[config.mk]
export PLATFORM = sky130hd
export DESIGN_NAME = acs_device_flat
export DESIGN_NICKNAME = d
export VERILOG_FILES = /design/src/rtl/acs_pkg.sv /design/src/rtl/acs_link_if.sv /design/src/rtl/acs_device.sv /design/src/flat_wrapper.sv
export SDC_FILE = /design/constraint.sdc
export NUM_CORES = 1
export LEC_CHECK = 0
export ABC_AREA = 1
export BUFFER_PORTS_ARGS = -buffer_cell sky130_fd_sc_hd__buf_2
export CAP_MARGIN = 10
export CORE_ASPECT_RATIO = 0.7
export CORE_MARGIN = 1
export CORE_UTILIZATION = 59
export CTS_BUF_LIST = sky130_fd_sc_hd__clkbuf_16
export DETAILED_ROUTE_END_ITERATION = 6
export PLACE_DENSITY_LB_ADDON = 0.1
export SETUP_SLACK_MARGIN = 0.1
export SLEW_MARGIN = 20
export SYNTH_ARGS = -nofsm -noshare
export SYNTH_HDL_FRONTEND = slang
export SYNTH_SLANG_ARGS = --single-unit
[constraint.sdc]
create_clock -name sys_clk -period 2.8 [get_ports sys_clk]
set_input_delay 0.56 -clock sys_clk [delete_from_list [all_inputs] [get_ports sys_clk]]
set_output_delay 0.56 -clock sys_clk [all_outputs]
set_load 0.02 [all_outputs]
[src/rtl/acs_pkg.sv]
// Constants shared by both ends of the converter serial link
//
// Summary of operation
// RULE1: Host programs control word before any conversion
// RULE2: Output during first configuration write is invalid
// RULE3: Write, then convert, result in third transfer
// RULE4: Multiple channels converted once, ascending, per edge
// RULE5: Non-repeat sequence stops until new control write
// RULE6: Repeat wraps from last to first selected
// RULE7: Temperature converts after last analog channel
// RULE8: Host keeps write bit zero during repeat
// RULE9: Any accepted write restarts sequence at first
// RULE10: Host clears repeat bit to leave repeat
// RULE11: Hold at select fall, track at 14th fall
// RULE12: First 16 input bits load only when write set
// RULE13: Power-down bit zero keeps device fully powered
// RULE14: Host gives sixteen serial clocks per transfer
// RULE15: Host stays at or below one megasample rate
// RULE16: Host waits quiet time before next select fall
// RULE17: Completed write with power-down enters partial power-down
// RULE18: Partial power-down shifts out all ones
// RULE19: Entering power-down clears temperature average; here only when the power-down write sets CW_TAVG
// RULE20: Write clearing power-down wakes at select rise
// RULE21: After wake, configure first; result in fourth
// RULE22: Bit 15 is write enable for 15 bits
// RULE23: Channel address precedes the 12 result bits
package acs_pkg;

  // ****************************************************
  // Control word layout
  // ****************************************************
  localparam int WORD_BITS = 16;
  localparam int CW_WRITE = 15;
  localparam int CW_REPEAT = 14;
  localparam int CW_CH_HI = 13;
  localparam int CW_CH_LO = 6;
  localparam int CW_TEMP_SENSOR_SELECT = 5;
  localparam int CW_EXT_REF = 3;
  localparam int CW_TAVG = 2;
  localparam int CW_PD = 1;
  localparam logic [14:0] CTRL_RESET = 15'h0000;

  // ****************************************************
  // Sequencer and output word
  // ****************************************************
  localparam logic [3:0] TEMP_IDX = 4'h8;
  localparam logic [3:0] ADDR_TEMP_AVG = 4'h9;
  localparam logic [4:0] HOLD_END_FALL = 5'h0E;
  localparam logic [4:0] FULL_FALLS = 5'h10;
  localparam logic [15:0] PD_ONES = 16'hFFFF;
  localparam logic [15:0] NO_RESULT = 16'h0000;
  // Sync reset values for cs_n, sclk, din
  localparam logic [2:0] PIN_IDLE = 3'h6;

  // ****************************************************
  // Host timing
  // ****************************************************
  localparam int SYS_CLK_NS = 50;
  localparam int QUIET_TIME_NS = 100;
  localparam int MIN_FRAME_NS = 1000;
  localparam logic [7:0] SCLK_HALF_CYC = 8'h0C;
  localparam logic [7:0] QUIET_CYC = 8'((QUIET_TIME_NS + SYS_CLK_NS - 1) / SYS_CLK_NS);
  localparam logic [15:0] MIN_FRAME_CYC = 16'((MIN_FRAME_NS + SYS_CLK_NS - 1) / SYS_CLK_NS);

  // ****************************************************
  // Host register map (APB byte addresses)
  // ****************************************************
  localparam logic [7:0] REG_TX = 8'h00;
  localparam logic [7:0] REG_RX = 8'h04;
  localparam logic [7:0] REG_STATUS = 8'h08;
  localparam int ST_BUSY = 0;
  localparam int ST_RX_NEW = 1;

endpackage

[src/rtl/acs_link_if.sv]
// Four-wire serial link between host and converter
interface acs_link_if;
  logic cs_n;
  logic sclk;
  logic din;
  logic dout;
  logic dout_oe;
  logic dout_line;

  // Undriven data line reads low
  assign dout_line = dout_oe ? dout : 1'b0;

  modport dev(input cs_n, input sclk, input din, output dout, output dout_oe);
  modport host(output cs_n, output sclk, output din, input dout_line);
endinterface

[src/rtl/acs_device.sv]
// Converter control end: framing, sequencer, power modes
module acs_device
  import acs_pkg::*;
(
  input wire logic sys_clk,
  input wire logic arst_n,
  acs_link_if.dev link,
  input wire logic [11:0] sample_data,
  output logic [3:0] conv_addr,
  output logic track_hold,
  output logic conv_start,
  output logic sample_take,
  output logic [14:0] ctrl_word,
  output logic part_pd,
  output logic temp_avg_clear,
  output logic seq_armed
);

  // ****************************************************
  // Helpers
  // ****************************************************
  function automatic logic [8:0] mask_of(input logic [14:0] cw);
    mask_of = {cw[CW_TEMP_SENSOR_SELECT], cw[CW_CH_HI:CW_CH_LO]};
  endfunction

  // Lowest selected source at or above from; bit 4 says found
  function automatic logic [4:0] find_sel(input logic [8:0] mask, input logic [3:0] from);
    logic found;
    logic [3:0] idx;
    found = 1'b0;
    idx = 4'h0;
    for (int i = 0; i < 9; i++) begin
      if (!found && (4'(i) >= from) && mask[i]) begin
        found = 1'b1;
        idx = 4'(i);
      end
    end
    find_sel = {found, idx};
  endfunction

  // ****************************************************
  // Pin synchronisers
  // ****************************************************
  logic [2:0] pin_in;
  logic [2:0] sync1;
  logic [2:0] sync2;
  logic [2:0] sync3;
  logic [2:0] filt;
  logic [2:0] filt_d;

  assign pin_in = {link.cs_n, link.sclk, link.din};

  always_ff @(posedge sys_clk or negedge arst_n) begin
    if (!arst_n) begin
      sync1 <= PIN_IDLE;
      sync2 <= PIN_IDLE;
      sync3 <= PIN_IDLE;
      filt <= PIN_IDLE;
      filt_d <= PIN_IDLE;
    end else begin
      sync1 <= pin_in;
      sync2 <= sync1;
      sync3 <= sync2;
      // A change counts only once stages two and three agree
      filt <= ((sync2 ~^ sync3) & sync3) | ((sync2 ^ sync3) & filt);
      filt_d <= filt;
    end
  end

  logic cs_fall;
  logic cs_rise;
  logic sck_fall;
  logic sck_rise;

  assign cs_fall = filt_d[2] & ~filt[2];
  assign cs_rise = ~filt_d[2] & filt[2];
  assign sck_fall = filt_d[1] & ~filt[1] & ~filt[2];
  assign sck_rise = ~filt_d[1] & filt[1] & ~filt[2];

  // ****************************************************
  // Shift-in framing
  // ****************************************************
  logic [4:0] fall_cnt;
  logic [15:0] in_sr;
  logic [4:0] next_fall_cnt;

  assign next_fall_cnt = (fall_cnt == 5'h1F) ? fall_cnt : fall_cnt + 5'h01;

  always_ff @(posedge sys_clk or negedge arst_n) begin
    if (!arst_n) begin
      fall_cnt <= 5'h00;
      in_sr <= 16'h0000;
    end else if (cs_fall) begin
      fall_cnt <= 5'h00;
    end else if (sck_fall) begin
      fall_cnt <= next_fall_cnt;
      if (fall_cnt < FULL_FALLS) begin
        in_sr <= {in_sr[14:0], filt[0]}; // RULE12
      end
    end
  end

  logic frame_full;
  logic write_ok;
  logic [14:0] new_cw;

  assign frame_full = cs_rise && (fall_cnt >= FULL_FALLS); // RULE12 RULE17
  assign write_ok = frame_full && in_sr[CW_WRITE]; // RULE22
  assign new_cw = in_sr[14:0];

  // ****************************************************
  // Sequencer, control word and power state
  // ****************************************************
  logic [3:0] seq_ptr;
  logic start_conv;
  logic [4:0] seq_next;
  logic [4:0] seq_wrap;
  logic [4:0] wr_first;

  assign start_conv = cs_fall && !part_pd && seq_armed; // RULE3
  assign seq_next = find_sel(mask_of(ctrl_word), seq_ptr + 4'h1); // RULE4 RULE7
  assign seq_wrap = find_sel(mask_of(ctrl_word), 4'h0); // RULE6
  assign wr_first = find_sel(mask_of(new_cw), 4'h0);

  always_ff @(posedge sys_clk or negedge arst_n) begin
    if (!arst_n) begin
      ctrl_word <= CTRL_RESET;
      seq_ptr <= 4'h0;
      seq_armed <= 1'b0;
      part_pd <= 1'b0;
      temp_avg_clear <= 1'b0;
    end else begin
      temp_avg_clear <= 1'b0;
      if (start_conv) begin
        if (seq_next[4]) begin
          seq_ptr <= seq_next[3:0]; // RULE4
        end else if (ctrl_word[CW_REPEAT]) begin
          seq_ptr <= seq_wrap[3:0]; // RULE6
        end else begin
          seq_armed <= 1'b0; // RULE5
        end
      end
      if (write_ok) begin
        ctrl_word <= new_cw; // RULE22
        seq_ptr <= wr_first[3:0]; // RULE9
        seq_armed <= wr_first[4];
        if (new_cw[CW_PD] && !part_pd) begin
          part_pd <= 1'b1; // RULE17
          temp_avg_clear <= new_cw[CW_TAVG]; // RULE19
        end else if (!new_cw[CW_PD] && part_pd) begin
          // Waking write is not a configuration; wait for the next one
          part_pd <= 1'b0; // RULE20 RULE21
          seq_armed <= 1'b0;
        end else begin
          part_pd <= new_cw[CW_PD]; // RULE13
        end
      end
    end
  end

  // ****************************************************
  // Conversion and track-and-hold
  // ****************************************************
  logic conv_active;
  logic [15:0] res_word;
  logic res_valid;
  logic [3:0] start_addr;

  always_comb begin
    if (seq_ptr == TEMP_IDX && ctrl_word[CW_TAVG]) begin
      start_addr = ADDR_TEMP_AVG;
    end else begin
      start_addr = seq_ptr;
    end
  end

  always_ff @(posedge sys_clk or negedge arst_n) begin
    if (!arst_n) begin
      conv_active <= 1'b0;
      conv_addr <= 4'h0;
      track_hold <= 1'b0;
      conv_start <= 1'b0;
      sample_take <= 1'b0;
      res_word <= NO_RESULT;
      res_valid <= 1'b0;
    end else begin
      conv_start <= start_conv;
      sample_take <= 1'b0;
      if (cs_fall) begin
        res_valid <= 1'b0;
      end
      if (start_conv) begin
        conv_active <= 1'b1;
        conv_addr <= start_addr;
        track_hold <= 1'b1; // RULE11
      end else if (sck_fall && conv_active && next_fall_cnt == HOLD_END_FALL) begin
        track_hold <= 1'b0; // RULE11
        conv_active <= 1'b0;
        sample_take <= 1'b1;
        res_word <= {conv_addr, sample_data}; // RULE23
        res_valid <= 1'b1;
      end else if (cs_rise && conv_active) begin
        // Frame ended early: conversion is lost
        conv_active <= 1'b0;
        track_hold <= 1'b0;
      end
    end
  end

  // ****************************************************
  // Shift-out path
  // ****************************************************
  logic [15:0] out_sr;
  logic [15:0] load_word;

  always_comb begin
    if (part_pd) begin
      load_word = PD_ONES; // RULE18
    end else if (res_valid) begin
      load_word = res_word; // RULE3
    end else begin
      load_word = NO_RESULT; // RULE2
    end
  end

  always_ff @(posedge sys_clk or negedge arst_n) begin
    if (!arst_n) begin
      out_sr <= 16'h0000;
      link.dout <= 1'b0;
      link.dout_oe <= 1'b0;
    end else if (cs_fall) begin
      out_sr <= load_word;
      link.dout <= load_word[15];
      link.dout_oe <= 1'b1;
    end else if (cs_rise) begin
      link.dout <= 1'b0;
      link.dout_oe <= 1'b0;
    end else if (sck_rise) begin
      out_sr <= {out_sr[14:0], part_pd};
      link.dout <= out_sr[14];
    end
  end

endmodule

[src/flat_wrapper.sv]
// flat-port wrapper written by rule: the top's interface ports become plain ports
module acs_device_flat import acs_pkg::*;
  (sys_clk, arst_n, sample_data, conv_addr, track_hold, conv_start, sample_take, ctrl_word, part_pd, temp_avg_clear, seq_armed, link_cs_n, link_sclk, link_din, link_dout, link_dout_oe);
  acs_link_if link_i ();
  input wire logic sys_clk;
  input wire logic arst_n;
  input wire logic [11:0] sample_data;
  output logic [3:0] conv_addr;
  output logic track_hold;
  output logic conv_start;
  output logic sample_take;
  output logic [14:0] ctrl_word;
  output logic part_pd;
  output logic temp_avg_clear;
  output logic seq_armed;
  input wire logic [$bits(link_i.cs_n)-1:0] link_cs_n;
  input wire logic [$bits(link_i.sclk)-1:0] link_sclk;
  input wire logic [$bits(link_i.din)-1:0] link_din;
  output wire logic [$bits(link_i.dout)-1:0] link_dout;
  output wire logic [$bits(link_i.dout_oe)-1:0] link_dout_oe;
  assign link_i.cs_n = link_cs_n;
  assign link_i.sclk = link_sclk;
  assign link_i.din = link_din;
  assign link_dout = link_i.dout;
  assign link_dout_oe = link_i.dout_oe;
  acs_device u_core (.sys_clk(sys_clk), .arst_n(arst_n), .link(link_i), .sample_data(sample_data), .conv_addr(conv_addr), .track_hold(track_hold), .conv_start(conv_start), .sample_take(sample_take), .ctrl_word(ctrl_word), .part_pd(part_pd), .temp_avg_clear(temp_avg_clear), .seq_armed(seq_armed));
endmodule
==> results list <==
- Reported max-cap violation count: 0
- The library cell used most frequently in the layout, excluding fill and tap cells, is sky130_fd_sc_hd__nand2_1.
* Via count: ~3600
- Leaving out fill and tap cells, the most frequent cells in the layout are sky130_fd_sc_hd__nand2_1 (140), sky130_fd_sc_hd__dfrtp_1 (88), sky130_fd_sc_hd__inv_1 (58).
* H-tree level count: 3
- After detailed routing, the average wire length per cell comes to around 14 um.
* Number of buffers inserted for hold repair after clock tree synthesis: 0
- Synth unique cells: 37
- Transition time of the tightest slew-check pin: roughly 0.55 ns
- Across the routed clock network, the largest skew measured is between 0.01 and 0.015 ns.
- Worst EP arrival: 2.48 ns
* Yosys warns: 0
* Path class of the lowest-slack min-delay path: in2async
- In this design, the stage delay of the slowest critical-path cell is around 0.54 ns.
- Yosys attributes the largest share of cell area to sky130_fd_sc_hd__dfrtp_1 (49%), sky130_fd_sc_hd__nand2_1 (12%), sky130_fd_sc_hd__o21ai_0 (6.0%), sky130_fd_sc_hd__dfstp_2 (5.8%), sky130_fd_sc_hd__inv_1 (4.8%).
- Post-synthesis instance area: about 4500 um^2
- Number of antenna violations at the first check in global routing: 0
- The critical path contains buffers and inverters numbering 4 combined.
* Gate count after technology mapping: 514
- Post-CTS Repair Setup Buffers: 0
- Violation count after the first detailed-route iteration: ~260
- The worst setup path is launched from a flop.
- Worst path cell trace: ha_1 > inv_1 > buf_4 > nand2_1 > inv_1 > nor2_1 > buf_4 > mux2_2
- Once the floorplan was initialized, standard cells occupied about three fifths of the core.
- Clock latency on the worst-skew pair, taken at its later pin, is roughly 0.35 ns.
- Row generation in the floorplan step produced 26 rows.
- The share of synthesized area in the top cell type comes to 48.6%.
* Total Power: ~3.7 mW
- Total Die Area: around 8000 um^2
- Clock buffer depth: 2
- Synthesis produced a netlist with a net count of roughly 540.
* Number of remaining DRC errors: 0
- First-pass GRT wire length: 15400 um
* Library cell occupying the most area in the post-synthesis netlist: sky130_fd_sc_hd__dfrtp_1
- After detailed placement, the total cell area comes to ~4900 um^2.
- The total count of max-transition violations in the final report came to 0.
* Critical Path Sink Type: flop
- Count of nets left with antenna violations after detail routing: 0
- Layout Utilization: just over 70%
- CTS saw just under 100 sinks.
- Area delta synth->final: 14.9%
- Via count of the first global-routing pass: between 3000 and 4000
* Share of post-route cells with drive strength above 1: about 17%
- Ys flop type: sky130_fd_sc_hd__dfrtp_1
* RePlAce Congestion: just over 0.8
* Worst-path maximum fanout: 28
- Gate family responsible for the most delay along the worst path: buffers and inverters
- The flow ran to the end, and the final reports show no timing, DRC or antenna violations.
* Number of antenna repair diodes: 0
- Among all stages on the critical path, the largest delay is contributed by sky130_fd_sc_hd__dfstp_2.
- The worst-case IR drop observed on VDD is approximately 450 uV.
- Die span in y: 75.3 um
- Timing would allow up to 0.445 GHz.
- In this run the count of I/O pins placed on the die edge is 44.
- Once the clock tree was built, the resizer swapped 0 gates to a different size.
- Root buf cell: sky130_fd_sc_hd__clkbuf_16
- Final hold slack: around 0.17 ns
- DIE WIDTH: 107 um
- After routing, the total negative slack on setup checks comes to 0 ns.
- Nets: 590
- The synthesized design contains 98 register bits.
- Port Buf Inserts: 43
- Clock-pin slew was measured on the worst setup and hold paths at 0.07 ns.
- The worst setup path is of the reg2reg kind.
- Each instance of the synthesized netlist takes up on average a little under 9 um^2.
* TritonCTS clock tree: yes
* Reported leakage power: 2.62 nW
* Detail Placement HPWL: about 6600 um
- Proportion of synthesized chip area in sequential cells: 54.4%
- Count of flip-flops with a built-in enable after synthesis: 0
* Hold violation count in the final report: 0
- Pin count of the biggest net entering global routing: 63
* Worst slew margin: 63.6%
- TritonCTS created 9 clock buffers.
- Setup violations, final: 0
- Global-route congestion overflow total: 0
- Setup repair after global routing left no endpoint under its margin.
- Global routing used 25.5% of the available tracks across all layers.
- In the routed layout, each cell is associated on average with a via count of approximately 5.4.
- Time the final worst path needs with I/O delays and setup: ~2.2 ns
- Areal power density over the cells: 704 nW/um^2
- After synthesis, the share of flip-flops with an asynchronous set or reset is between 90% and 100%.
- The total area inside the core boundary comes to about 7400 um^2.
* Design Area, Final: between 5000 and 6000 um^2
* Total wirelength of the detailed-routed design: approximately 9500 um
- After layout, the worst path uses around 80% of the clock period.
- Required @ worst endpoint: ~3.0 ns
* Number of detailed-route iterations in the first pass: 4
[cells in the mapped netlist (6+ instances only)]
cell type,count
sky130_fd_sc_hd__nand2_1,140
sky130_fd_sc_hd__dfrtp_1,88
sky130_fd_sc_hd__inv_1,58
sky130_fd_sc_hd__o21ai_0,54
sky130_fd_sc_hd__nor2_1,30
sky130_fd_sc_hd__nand3_1,27
sky130_fd_sc_hd__a21oi_1,16
sky130_fd_sc_hd__clkbuf_1,14
sky130_fd_sc_hd__a22oi_1,13
sky130_fd_sc_hd__ha_1,13
sky130_fd_sc_hd__dfstp_2,10
sky130_fd_sc_hd__nand2_2,6
[final cells by class]
cell class	instances	area, um^2
clock buffer	9	225
inverter	59	221
fill	587	2150
timing repair buffer	50	283
sequential	98	2460
tap	98	123
clock inverter	7	100
multi-input combinational	342	1790
[final timing paths]
check                                      start             endpoint  slack (ns)  depth (start not counted)
worst min register to register   u_core.sync1[0]      u_core.sync2[0]        0.35                          0
min in group sys_clk                   link_sclk      u_core.sync1[1]        0.31                          1
worst max-delay path            u_core.filt_d[2]    u_core.out_sr[14]        0.55                          8
worst min-delay path                      arst_n  u_core.link.dout_oe        0.17                          1
max in group asynchronous                 arst_n      u_core.sync3[1]        1.92                          2
worst max register to register  u_core.filt_d[2]    u_core.out_sr[14]        0.55                          8
[flip-flops by register name, indices dropped and copies added (netlist names)]
signal and cells:
u_core.seq_armed 1, u_core.seq_ptr 4, u_core.ctrl_word 15, u_core.conv_start 1, u_core.conv_addr 4, u_core.res_valid 1
u_core.res_word 16, u_core.in_sr 16, u_core.part_pd 1, u_core.sync2 3, u_core.fall_cnt 5, u_core.out_sr 15
u_core.link.dout 1, u_core.track_hold 1, u_core.filt_d 2, u_core.link.dout_oe 1, u_core.temp_avg_clear 1, u_core.sample_take 1
u_core.sync3 3, u_core.filt 3, u_core.sync1 3
[power breakdown]
group | total [mW] | internal [mW] | leakage, nW | switching, mW
sequential | 1.74 | 1.63 | 1.23 | 0.109
combinational | 0.592 | 0.220 | 1.23 | 0.371
clock | 1.34 | 0.792 | 0.156 | 0.544
[layer usage]
metal  wire [um]  vias to the layer above  GRT usage, %
met2        3950                       97          36.3
met1        4830                     1702          38.7
met3         589                        8          6.42
met5           0                        -             0
met4         106                        0          8.07
li1            -                     1763             -
[cell families after synthesis]
| group | share of synthesized area [%] |
|---|---|
| buffers and inverters | 6.16 |
| multiplexers | 0.994 |
| AND/OR/NAND/NOR | 22.0 |
| XOR/XNOR | 0.387 |
| flip-flops | 54.4 |
| adder cells (fa/ha/maj) | 3.59 |
| AO/OA/AOI/OAI | 12.5 |
[stage by stage]
step                setup slack, ns  cells
floorplan                     0.806    514
global placement              0.657    647
detailed placement            0.625    647
CTS                           0.574    663
global route                  0.402    663
finish                        0.552    663
[worst reg2reg max path, delay by kind of cell (launching register included)]
| kind | cells | cell delay (ns) |
|---|---|---|
| adder cells (fa/ha/maj) | 1 | 0.31 |
| buffers and inverters | 4 | 0.69 |
| flip-flops | 1 | 0.54 |
| multiplexers | 1 | 0.37 |
| AND/OR/NAND/NOR | 2 | 0.23 |
Power figures use the tool's default switching activity.
